[config.mk]
export PLATFORM = sky130hd
export DESIGN_NAME = cwd_watchdog
export DESIGN_NICKNAME = d
export VERILOG_FILES = /design/src/cwd_watchdog.v /design/src/cwd_pulse.v
export VERILOG_INCLUDE_DIRS = /design/src /design/src/src
export SDC_FILE = /design/constraint.sdc
export NUM_CORES = 1
export LEC_CHECK = 0
export BUFFER_PORTS_ARGS = -buffer_cell sky130_fd_sc_hd__buf_2
export CAP_MARGIN = 20
export CORE_MARGIN = 4
export CORE_UTILIZATION = 30
export DETAILED_ROUTE_END_ITERATION = 6
export GPL_ROUTABILITY_DRIVEN = 0
export SETUP_SLACK_MARGIN = 0.1
export SKIP_CTS_REPAIR_TIMING = 1
export SYNTH_ARGS = -nofsm -noshare
export SYNTH_HDL_FRONTEND = slang
export SYNTH_SLANG_ARGS = --single-unit
[constraint.sdc]
create_clock -name pclk -period 1.7 [get_ports pclk]
set_input_delay 0.255 -clock pclk [delete_from_list [all_inputs] [get_ports pclk]]
set_output_delay 0.255 -clock pclk [all_outputs]
set_load 0.1 [all_outputs]
[src/cwd_defines.vh]
`ifndef CWD_DEFINES_VH
`define CWD_DEFINES_VH

// register indices; byte address is four times the index
`define CWD_IDX_SERVICE     16'hffff
`define CWD_IDX_CONFIG      16'h001f
`define CWD_IDX_STATUS      16'h0001
`define CWD_ADDR_W          18

// config register fields
`define CWD_CFG_DISABLE_BIT 0
`define CWD_CFG_LONG_BIT    1
`define CWD_CFG_RESET       2'h0

// status register fields
`define CWD_ST_CAUSE_BIT    0
`define CWD_ST_COUNT_LSB    8
`define CWD_ST_HELD_BIT     16

// counter widths
`define CWD_PRESC_W         12
`define CWD_WD_W            6

// timing, in crystal clock cycles
`define CWD_SHORT_CYCLES    8176
`define CWD_LONG_CYCLES     262128
`define CWD_RST_PULSE_CYC   32

`endif

[src/cwd_watchdog.v]
`timescale 1ns/1ps
`include "cwd_defines.vh"

// Behaviour
// RULE_01: watchdog is a 6-bit counter stepped by a 12-bit prescaler carry.
// RULE_02: both counters advance only on the crystal clock, never the pll.
// RULE_03: unserviced, overflow after 8176 or 262128 cycles by long select.
// RULE_04: any service write clears counter, prescaler bits 11..4, new period; one in a stop_exec, vector_fetch or stop_mode cycle keeps the counter.
// RULE_05: service read returns reset vector low byte, counters untouched.
// RULE_06: overflow drives reset pin low 32 cycles and sets cause flag.
// RULE_07: monitor mode with high voltage on reset or irq pin disables it.
// RULE_08: break state with high voltage on reset pin disables it.
// RULE_09: stop instruction clears the whole prescaler.
// RULE_10: any internal reset clears prescaler and watchdog counter.
// RULE_11: reset vector fetch clears the prescaler.
// RULE_12: disable option suppresses every watchdog reset.
// RULE_13: watchdog never raises a cpu interrupt, only a reset.
// RULE_14: watchdog keeps counting during wait mode.
// RULE_15: stop mode freezes the watchdog count and clears the prescaler.
// RULE_16: software services it right before or after stop mode.
// RULE_17: software services it from main flow, not interrupt routines.
// RULE_18: period after a service may be up to fifteen cycles short.
module cwd_watchdog
#(
	parameter SHORT_CYCLES = `CWD_SHORT_CYCLES,
	parameter LONG_CYCLES  = `CWD_LONG_CYCLES,
	parameter PULSE_CYCLES = `CWD_RST_PULSE_CYC
)
(
	// apb slave, pclk is the crystal clock
	input  wire                   pclk,
	input  wire                   presetn,
	input  wire                   psel,
	input  wire                   penable,
	input  wire                   pwrite,
	input  wire [`CWD_ADDR_W-1:0] paddr,
	input  wire [31:0]            pwdata,
	output reg  [31:0]            prdata,
	output reg                    pready,
	output reg                    pslverr,
	// system integration events
	input  wire                   internal_reset,
	input  wire                   vector_fetch,
	input  wire                   stop_exec,
	input  wire                   stop_mode,
	input  wire                   wait_mode,
	input  wire [7:0]             reset_vector_low,
	// mode and high-voltage detectors
	input  wire                   monitor_mode,
	input  wire                   break_state,
	input  wire                   hv_reset_pin,
	input  wire                   hv_irq_pin,
	// reset outputs
	output wire                   wd_reset_pin_n,
	output reg                    wd_reset_cause
);

	localparam PW = `CWD_PRESC_W;
	localparam WW = `CWD_WD_W;
	localparam TW = PW + WW;
	localparam [TW-1:0] SHORT_LAST = SHORT_CYCLES - 1;
	localparam [TW-1:0] LONG_LAST  = LONG_CYCLES - 1;
	localparam [`CWD_ADDR_W-1:0] A_SERVICE = {`CWD_IDX_SERVICE, 2'b00};
	localparam [`CWD_ADDR_W-1:0] A_CONFIG  = {`CWD_IDX_CONFIG, 2'b00};
	localparam [`CWD_ADDR_W-1:0] A_STATUS  = {`CWD_IDX_STATUS, 2'b00};

	reg  [PW-1:0] presc_ff;
	reg  [PW-1:0] nxt_presc;
	reg  [WW-1:0] wd_ff;
	reg  [WW-1:0] nxt_wd;
	reg  [1:0]    cfg_ff;
	reg  [1:0]    nxt_cfg;
	reg           nxt_cause;
	reg  [31:0]   nxt_prdata;
	reg           nxt_slverr;
	reg           hit;

	wire          setup;
	wire          acc;
	wire          wr;
	wire          svc_wr;
	wire          held_off;
	wire          long_sel;
	wire          cfg_disable;
	wire [TW-1:0] total;
	wire [TW-1:0] last;
	wire          overflow;
	wire          fire;
	wire          pulse_busy;
	wire          clr_all;
	wire          pulse_n;

	////////////////////////////////////////////////////////////////////////
	// bus phases; a write lands only on the completing access edge
	assign setup = psel & ~penable;
	assign acc   = psel & penable & pready;
	assign wr    = acc & pwrite;

	// any data value services; read has no side effect
	assign svc_wr = wr & (paddr == A_SERVICE); // see RULE_04 see RULE_05

	assign cfg_disable = cfg_ff[`CWD_CFG_DISABLE_BIT];
	assign long_sel    = cfg_ff[`CWD_CFG_LONG_BIT];

	// high-voltage holds keep the block cleared and silent
	assign held_off = (monitor_mode & (hv_reset_pin | hv_irq_pin)) // see RULE_07
	                | (break_state & hv_reset_pin);                // see RULE_08

	// combined count is compared, not the carry, so odd limits work
	assign total    = {wd_ff, presc_ff};
	assign last     = long_sel ? LONG_LAST : SHORT_LAST; // see RULE_03
	assign overflow = (total == last) & ~held_off & ~stop_mode;

	// disable option swallows the reset but the count still wraps
	assign fire = overflow & ~cfg_disable & ~pulse_busy; // see RULE_12

	// our own reset pulse counts as an internal reset
	assign clr_all = internal_reset | pulse_busy | held_off; // see RULE_10

	////////////////////////////////////////////////////////////////////////
	// prescaler and watchdog counter
	// pclk stands for the crystal clock; no pll clock enters here
	always @*
	begin
		nxt_presc = presc_ff;
		nxt_wd    = wd_ff;
		hit       = 1'b0;
		if (clr_all)
		begin
			nxt_presc = {PW{1'b0}};
			nxt_wd    = {WW{1'b0}};
		end
		else if (stop_mode)
		begin
			// crystal gated off: count frozen, prescaler cleared
			nxt_presc = {PW{1'b0}}; // see RULE_15
		end
		else if (overflow)
		begin
			nxt_presc = {PW{1'b0}};
			nxt_wd    = {WW{1'b0}};
			hit       = 1'b1;
		end
		else if (stop_exec | vector_fetch)
		begin
			nxt_presc = {PW{1'b0}}; // see RULE_09 see RULE_11
		end
		else if (svc_wr)
		begin
			// bits 3..0 survive, so next period may run short
			nxt_wd    = {WW{1'b0}};                         // see RULE_04
			nxt_presc = {{(PW-4){1'b0}}, presc_ff[3:0]};    // see RULE_18
		end
		else
		begin
			// wait mode does not stop the count
			nxt_presc = presc_ff + 1'b1; // see RULE_02 see RULE_14
			if (presc_ff == {PW{1'b1}})
				nxt_wd = wd_ff + 1'b1; // see RULE_01
		end
	end

	always @(posedge pclk or negedge presetn)
	begin
		if (!presetn)
		begin
			presc_ff <= {PW{1'b0}};
			wd_ff    <= {WW{1'b0}};
		end
		else
		begin
			presc_ff <= nxt_presc;
			wd_ff    <= nxt_wd;
		end
	end

	////////////////////////////////////////////////////////////////////////
	// reset pin pulse; no interrupt output exists at all
	cwd_pulse
	#(
		.WIDTH  (6),
		.CYCLES (PULSE_CYCLES)
	)
	u_pulse
	(
		.pclk       (pclk),
		.presetn    (presetn),
		.start      (fire),   // see RULE_06 see RULE_13
		.pulse_n_ff (pulse_n),
		.busy_ff    (pulse_busy)
	);

	assign wd_reset_pin_n = pulse_n;

	////////////////////////////////////////////////////////////////////////
	// config and cause flag; the setting event wins over a clear
	always @*
	begin
		nxt_cfg   = cfg_ff;
		nxt_cause = wd_reset_cause;
		if (wr & (paddr == A_CONFIG))
			nxt_cfg = pwdata[1:0];
		if (wr & (paddr == A_STATUS) & pwdata[`CWD_ST_CAUSE_BIT])
			nxt_cause = 1'b0;
		if (fire)
			nxt_cause = 1'b1; // see RULE_06
	end

	always @(posedge pclk or negedge presetn)
	begin
		if (!presetn)
		begin
			cfg_ff         <= `CWD_CFG_RESET;
			wd_reset_cause <= 1'b0;
		end
		else
		begin
			cfg_ff         <= nxt_cfg;
			wd_reset_cause <= nxt_cause;
		end
	end

	////////////////////////////////////////////////////////////////////////
	// read mux, captured in the setup cycle so data comes from a flop
	always @*
	begin
		nxt_prdata = 32'h0000_0000;
		nxt_slverr = 1'b0;
		case (paddr)
			A_SERVICE:
				nxt_prdata[7:0] = reset_vector_low; // see RULE_05
			A_CONFIG:
				nxt_prdata[1:0] = cfg_ff;
			A_STATUS:
			begin
				nxt_prdata[`CWD_ST_CAUSE_BIT] = wd_reset_cause;
				nxt_prdata[`CWD_ST_COUNT_LSB +: WW] = wd_ff;
				nxt_prdata[`CWD_ST_HELD_BIT] = held_off;
			end
			default:
				nxt_slverr = 1'b1;
		endcase
	end

	// one wait-free answer: pready rises in the first access cycle
	always @(posedge pclk or negedge presetn)
	begin
		if (!presetn)
		begin
			prdata  <= 32'h0000_0000;
			pready  <= 1'b0;
			pslverr <= 1'b0;
		end
		else
		begin
			pready  <= setup;
			pslverr <= setup & nxt_slverr;
			if (setup & ~pwrite)
				prdata <= nxt_prdata;
		end
	end

endmodule

[src/cwd_pulse.v]
`timescale 1ns/1ps
`include "cwd_defines.vh"

// stretches a one-cycle trigger into a low pulse of fixed length
module cwd_pulse
#(
	parameter WIDTH  = 6,
	parameter CYCLES = `CWD_RST_PULSE_CYC
)
(
	// clock and reset
	input  wire        pclk,
	input  wire        presetn,
	// trigger and pulse
	input  wire        start,
	output reg         pulse_n_ff,
	output reg         busy_ff
);

	localparam [WIDTH-1:0] LAST = CYCLES - 1;

	reg  [WIDTH-1:0] cnt_ff;
	reg  [WIDTH-1:0] nxt_cnt;
	reg              nxt_busy;

	////////////////////////////////////////////////////////////////////////
	// length counter; a retrigger while busy is ignored
	always @*
	begin
		nxt_cnt  = cnt_ff;
		nxt_busy = busy_ff;
		if (busy_ff)
		begin
			if (cnt_ff == LAST)
			begin
				nxt_busy = 1'b0;
				nxt_cnt  = {WIDTH{1'b0}};
			end
			else
				nxt_cnt = cnt_ff + 1'b1;
		end
		else if (start)
		begin
			nxt_busy = 1'b1;
			nxt_cnt  = {WIDTH{1'b0}};
		end
	end

	// pin is low exactly while busy
	always @(posedge pclk or negedge presetn)
	begin
		if (!presetn)
		begin
			cnt_ff     <= {WIDTH{1'b0}};
			busy_ff    <= 1'b0;
			pulse_n_ff <= 1'b1;
		end
		else
		begin
			cnt_ff     <= nxt_cnt;
			busy_ff    <= nxt_busy;
			pulse_n_ff <= ~nxt_busy;
		end
	end

endmodule

==> metrics.cfg, run 1 <==
[outcome]
status=finished, violations left
failed_checks=setup timing

[synth]
netlist_area_um2=2490
ys_types=49
yosys.area_share.simple=0.292
yosysSeqAreaShare=0.462
synthArstFlopShare=1.00
synth-xor-area-share=0.0491
synth-main-ff-cell=dfrtp_1
synth.area.mux_share=0.0130
synth_top_area_frac=0.451
synth.top_cells.by_area=dfrtp_1 (45%), nand2_1 (5.9%), buf_4 (5.1%), nand3_1 (5.0%), nor2_1 (3.3%)
synth_top_area_cell=dfrtp_1
yosysWarningCount=0
synth-seq-cells=46
synthCells=270
syn_avg_cell_area_um2=9.24
synth_top_family_by_area=simple AND/OR/NAND/NOR gates
synth_adder_area_share=0.0150
synth-compound-area-share=0.0913
synth_edf_count=0

[clock_network]
htree_levels=2
cts_sinks=46
cts_buffer_depth=2
cts_root_buffer=clkbuf_8
path_clk_slew_ns=0.09
clock_latency_ns=0.30
cts_tree=done
numCtsBuffers=5

[die]
dieArea_um2=9840
rows=32
fp.dieW_um=99.2
die_h_um=99.2
ios=108
core_area_um2=7890
initial_core_util=0.316

[timing]
slew_viol_final=0
skew_ns=0.0100
fmax_ghz=0.576
finalHoldViolCount=0
setup_slack_ns=-0.0365
finalCriticalPeriod_ns=1.74
tns_ns=-0.0536
finalCritPeriodShare=1.02
whs_ns=0.184
rsz0062_at_grt=true
setup_violations=2

[critical_path]
startpoint_type=flop
cp.arrival_ns=1.98
cp_max_fo=3
cp.required_ns=1.94
crit_type=reg -> reg
end_kind=flop

[final_layout]
fin_nets=448
final_layout_size_suffix_gt1_frac=0.348
fin_cells=476
syn_to_final_growth_pct=34.5
finish.utilization=0.425
final_area_um2=3350
final.fill_count=772
seq_area_um2=1160
multiInputGateArea_um2=1290
n_antenna_cell=0

[routing]
vias=2250
drc_errors=0
drt_wl_total_um=5990
wire_per_inst_um=12.6
first_pass_iters=5
antenna_left=0
vias_per_cell=4.73
drt_iter0_markers=69

[placement]
dp.cells=466
placed_area_um2=3190
hpwl_um=4800
place.port_buffers=59

[power]
p_per_area_nw_per_um2=617
p_leak_uw=0.00166
peakVddDrop_v=0.000282

[global_routing]
antenna_found_initial=0
grtUsageTotal=0.123
first_global_vias=2176
grt_first_pass_wirelength_um=9930
grt_max_degree=29
grt_overflow_total=0

[worst_hold_path]
hold_path_class=in -> reg

[job]
max_cap_violations=0

[report_power, final]
part           total (µW)  switching [µW]  internal, µW  leakage, µW
Clock                 660             369           291    0.0000452
Sequential           1100           0.997          1100     0.000605
Combinational         313             252          60.5      0.00101
Total                2070             623          1450      0.00166
[per-layer routing]
metal | routed length [µm] | global-route usage | vias up
met5 | 0 | 0 | -
met4 | 47 | 0.0284 | 0
met3 | 411 | 0.0273 | 5
met2 | 2740 | 0.201 | 63
met1 | 2790 | 0.166 | 1053
li1 | - | - | 1129
[synthesized netlist by cell type (3+ instances only)]
cell / count
a22o_1: 4
and2_1: 4
a21oi_1: 3
nor4_1: 7
dfrtp_1: 45
o2111ai_1: 3
ha_1: 3
and3_1: 6
nand3_1: 25
a22oi_1: 3
clkbuf_1: 4
nor2_1: 22
nand2_1: 39
inv_1: 10
buf_4: 17
xor2_1: 7
nand4_1: 11
o21ai_0: 10
xnor2_1: 7
nor3_1: 6
[worst paths after layout]
| kind | start | endpoint | slack [ns] | cells after the start |
|---|---|---|---|---|
| max in group asynchronous | presetn | pready$_DFF_PN0_ | 0.73 | 3 |
| worst max register to register | presc_ff[4]$_DFF_PN0_ | u_pulse.pulse_n_ff$_DFF_PN1_ | -0.04 | 5 |
| min in group asynchronous | presetn | prdata[2]$_DFFE_PN0P_ | 0.45 | 2 |
| worst min register to register | prdata[11]$_DFFE_PN0P_ | prdata[11]$_DFFE_PN0P_ | 0.47 | 2 |
| worst min-delay path | reset_vector_low[7] | prdata[7]$_DFFE_PN0P_ | 0.18 | 3 |
| worst max-delay path | presc_ff[4]$_DFF_PN0_ | u_pulse.pulse_n_ff$_DFF_PN1_ | -0.04 | 5 |
[area by class of cell]
| type | instances | area share |
|---|---|---|
| clock buffers | 6 | 0.0216 |
| clock inverters | 2 | 0.00410 |
| inverters | 10 | 0.0112 |
| multi-input cells | 207 | 0.383 |
| flip-flops and latches | 46 | 0.345 |
| well taps | 102 | 0.0380 |
| repair buffers | 103 | 0.197 |
[flip-flops by register name (all words and copies together) (netlist names)]
signal and flops:
prdata 15, u_pulse.busy_ff 1, u_pulse.cnt_ff 6, cfg_ff 2
u_pulse.pulse_n_ff 1, presc_ff 12, wd_reset_cause 1, pslverr 1
pready 1, wd_ff 6
[stage by stage]
| stage | total power (µW) | setup WS (ns) |
|---|---|---|
| finish | 2070 | -0.0365 |
| global route | 2170 | -0.0955 |
| CTS | 2100 | -0.120 |
| detailed placement | 1430 | -0.133 |
| global placement | 1430 | -0.109 |
| floorplan | 1360 | 0.0195 |
[layout by cell type, fill, tap and decap left out, types with 2 or more instances in the layout]
master     synthesis  final
a21oi_1            3      2
a22o_1             4      4
a22oi_1            3      3
and2_1             4      4
and3_1             6      6
and4_1             2      2
buf_12             0      2
buf_2              2     59
buf_4             17     39
buf_6              0      2
clkbuf_8           0      5
conb_1             1     17
dfrtp_1           45     44
ha_1               3      2
inv_1             10     10
nand2_1           39     39
nand2b_1           2      2
nand3_1           25     24
nand4_1           11     11
nor2_1            22     22
nor3_1             6      4
nor3_4             1      2
nor4_1             7      6
o2111ai_1          3      3
o21ai_0           10      8
o21ai_1            0      2
o22ai_1            2      2
xnor2_1            7      7
xor2_1             7      7
[logic make-up after synthesis]
family / Yosys count
AND/OR/NAND/NOR: 137
flip-flops: 46
AO/OA/AOI/OAI: 33
buffers and inverters: 33
XOR/XNOR: 14
adder cells (fa/ha/maj): 3
multiplexers: 3
other: 1
[worst max-delay path, stage by stage (launching register included)]
cell	delay (ns)
dfrtp_1	0.39
or3b_4	0.38
nor4_4	0.24
nand3_2	0.16
or3_4	0.36
and2_4	0.16
Note: power is estimated with default switching activity, not from simulation.
==> run 2, diff against run 1 <==
--- a/config.mk
+++ b/config.mk
@@ -13,7 +13,6 @@
 export DETAILED_ROUTE_END_ITERATION = 6
 export GPL_ROUTABILITY_DRIVEN = 0
 export SETUP_SLACK_MARGIN = 0.1
-export SKIP_CTS_REPAIR_TIMING = 1
 export SYNTH_ARGS = -nofsm -noshare
 export SYNTH_HDL_FRONTEND = slang
 export SYNTH_SLANG_ARGS = --single-unit
==> run 2 against run 1 <==
The run still ends with setup timing left. Combinational power about the same. Sequential share of layout area decreased by 0.67 points. Global-route usage up 0.059 points. Final area increased by 2.0%. Routed wire length up 0.75%. Non-clock buffer count unchanged. Setup slack worse by 0.0022 ns. Via count grew 0.13%. Power hardly changed. Clock power about the same. Critical path type unchanged.
==> metrics.cfg, run 2 (same netlist as run 1, synthesis figures left out) <==
[routing]
first_pass_iters=6  ; was 5
antenna_left=0  ; unchanged
vias=2253  ; was 2250
vias_per_cell=4.73  ; about the same
drt_iter0_markers=64  ; was 69
drt_wl_total_um=6030  ; was 5990 µm
wire_per_inst_um=12.7  ; was 12.6 µm
drc_errors=0  ; unchanged

[die]
rows=32  ; unchanged
initial_core_util=0.316  ; unchanged
die_h_um=99.2  ; unchanged
dieArea_um2=9840  ; unchanged
ios=108  ; unchanged
fp.dieW_um=99.2  ; unchanged
core_area_um2=7890  ; unchanged

[job]
max_cap_violations=0  ; unchanged

[critical_path]
crit_type=reg -> reg  ; unchanged
max_stage_delay_ns=0.39  ; about the same
critical_path.top_delay_family=simple AND/OR/NAND/NOR gates  ; unchanged
cp.arrival_ns=1.98  ; about the same
critical_path_buf_inv_count=0  ; unchanged
end_kind=flop  ; unchanged
cp_max_fo=3  ; unchanged
cp.required_ns=1.94  ; about the same
crit_path_top_delay_cell=dfrtp_1  ; unchanged
startpoint_type=flop  ; unchanged
crit_chain=or3b_4 > nor4_4 > nand3_2 > or3_4 > and2_4  ; unchanged

[placement]
place.port_buffers=59  ; unchanged
hpwl_um=4800  ; unchanged
dp.cells=466  ; unchanged
dp_slack_ns=-0.133  ; unchanged

[final_layout]
syn_to_final_growth_pct=37.1  ; was 34.5%
n_antenna_cell=0  ; unchanged
fin_cells=476  ; unchanged
largest_reg_flops=15  ; unchanged
reg_top3=prdata: 15 flops, presc_ff: 12 flops  ; unchanged
fin_nets=448  ; unchanged
regMostFlops=prdata  ; unchanged
final.fill_count=756  ; was 772
mostFrequentLayoutCell=buf_2  ; unchanged
mostFrequentLayoutCells=buf_2 (59), dfrtp_1 (44), nand2_1 (38), buf_4 (38), nand3_1 (24)  ; was buf_2 (59), dfrtp_1 (44), nand2_1 (39), buf_4 (39), nand3_1 (24)
final_layout_size_suffix_gt1_frac=0.385  ; was 0.348

[timing]
skew_ns=0.0106  ; was 0.0100 ns
finalCritPeriodShare=1.02  ; about the same
finalCriticalPeriod_ns=1.74  ; about the same
whs_ns=0.185  ; was 0.184 ns
slew_viol_final=0  ; unchanged
fmax_ghz=0.575  ; was 0.576 GHz
finalHoldViolCount=0  ; unchanged
rsz0062_at_grt=true  ; unchanged
setup_slack_ns=-0.0387  ; was -0.0365 ns
setup_violations=2  ; unchanged

[power]
peakVddDrop_v=0.000284  ; was 0.000282 V
p_leak_uw=0.00165  ; was 0.00166 µW
p_per_area_nw_per_um2=605  ; was 617 nW/µm²

[clock_network]
cts_root_buffer=clkbuf_8  ; unchanged
cts_tree=done  ; unchanged
cts_buffer_depth=2  ; unchanged
numCtsBuffers=5  ; unchanged
htree_levels=2  ; unchanged
cts_sinks=46  ; unchanged
path_clk_slew_ns=0.09  ; about the same
clock_latency_ns=0.30  ; about the same

[outcome]
failed_checks=setup timing  ; unchanged
status=finished, violations left  ; unchanged

[global_routing]
grt_first_pass_wirelength_um=9980  ; was 9930 µm
antenna_found_initial=0  ; unchanged
grt_overflow_total=0  ; unchanged
grt_max_degree=29  ; unchanged
first_global_vias=2191  ; was 2176
grtUsageTotal=0.123  ; about the same

[worst_hold_path]
hold_path_class=in -> reg  ; unchanged

[run 2: layout make-up]
cell class	instances	area, µm²	share of cell area
Clock buffer	6	72.6	0.0212
Inverter	10	37.5	0.0110
Clock inverter	2	13.8	0.00402
Sequential cell	46	1160	0.338
Multi-Input combinational cell	207	1350	0.393
Timing Repair Buffer	103	668	0.195
Tap cell	102	128	0.0373
[run 2: through the flow]
stage / setup TNS, ns / total power [µW] / cell area (µm²) / util
after floorplan: 0 / 1360 / 2580 / -
after global placement: -0.934 / 1430 / 3190 / 0.404
after detailed placement: -1.16 / 1430 / 3190 / 0.404
after CTS: -0.175 / 2100 / 3340 / 0.424
after global routing: -0.605 / 2170 / 3420 / 0.434
final: -0.0726 / 2070 / 3420 / 0.434
[run 2: where the power goes]
group,internal [µW],leakage [µW],switching (µW)
Combinational,60.6,0.00100,252
Clock,291,0.0000452,369
Sequential,1100,0.000605,0.997
Total,1450,0.00165,622
[run 2: tightest hold or removal path, cell delays in order]
cell and delay (ns):
buf_2 0.07, nand3_1 0.06, nand2_1 0.06
[run 2: worst paths after layout]
kind | startpoint | slack, ns | end | depth (start not counted)
setup / recovery | presc_ff[4]$_DFF_PN0_ | -0.04 | u_pulse.pulse_n_ff$_DFF_PN1_ | 5
hold / removal | reset_vector_low[7] | 0.19 | prdata[7]$_DFFE_PN0P_ | 3
setup reg to reg | presc_ff[4]$_DFF_PN0_ | -0.04 | u_pulse.pulse_n_ff$_DFF_PN1_ | 5
hold reg to reg | prdata[11]$_DFFE_PN0P_ | 0.47 | prdata[11]$_DFFE_PN0P_ | 2
max in group asynchronous | presetn | 0.73 | pready$_DFF_PN0_ | 3
min in group asynchronous | presetn | 0.45 | prdata[2]$_DFFE_PN0P_ | 2
[run 2: layer usage]
layer / global-route usage / vias up / routed length (µm)
li1: - / 1126 / -
met1: 0.167 / 1048 / 2770
met2: 0.202 / 72 / 2760
met3: 0.0266 / 7 / 429
met4: 0.0284 / 0 / 66
met5: 0 / - / 0
[run 2: repair_timing]
| action | CTS | global route |
|---|---|---|
| resized for setup | 15 | 17 |
| buffers inserted | 0 | 1 |
| hold endpoints to repair | 17 | 0 |
| pin swaps | 16 | 4 |
| setup endpoints to repair | 23 | 23 |
| hold buffers | 1 | 0 |
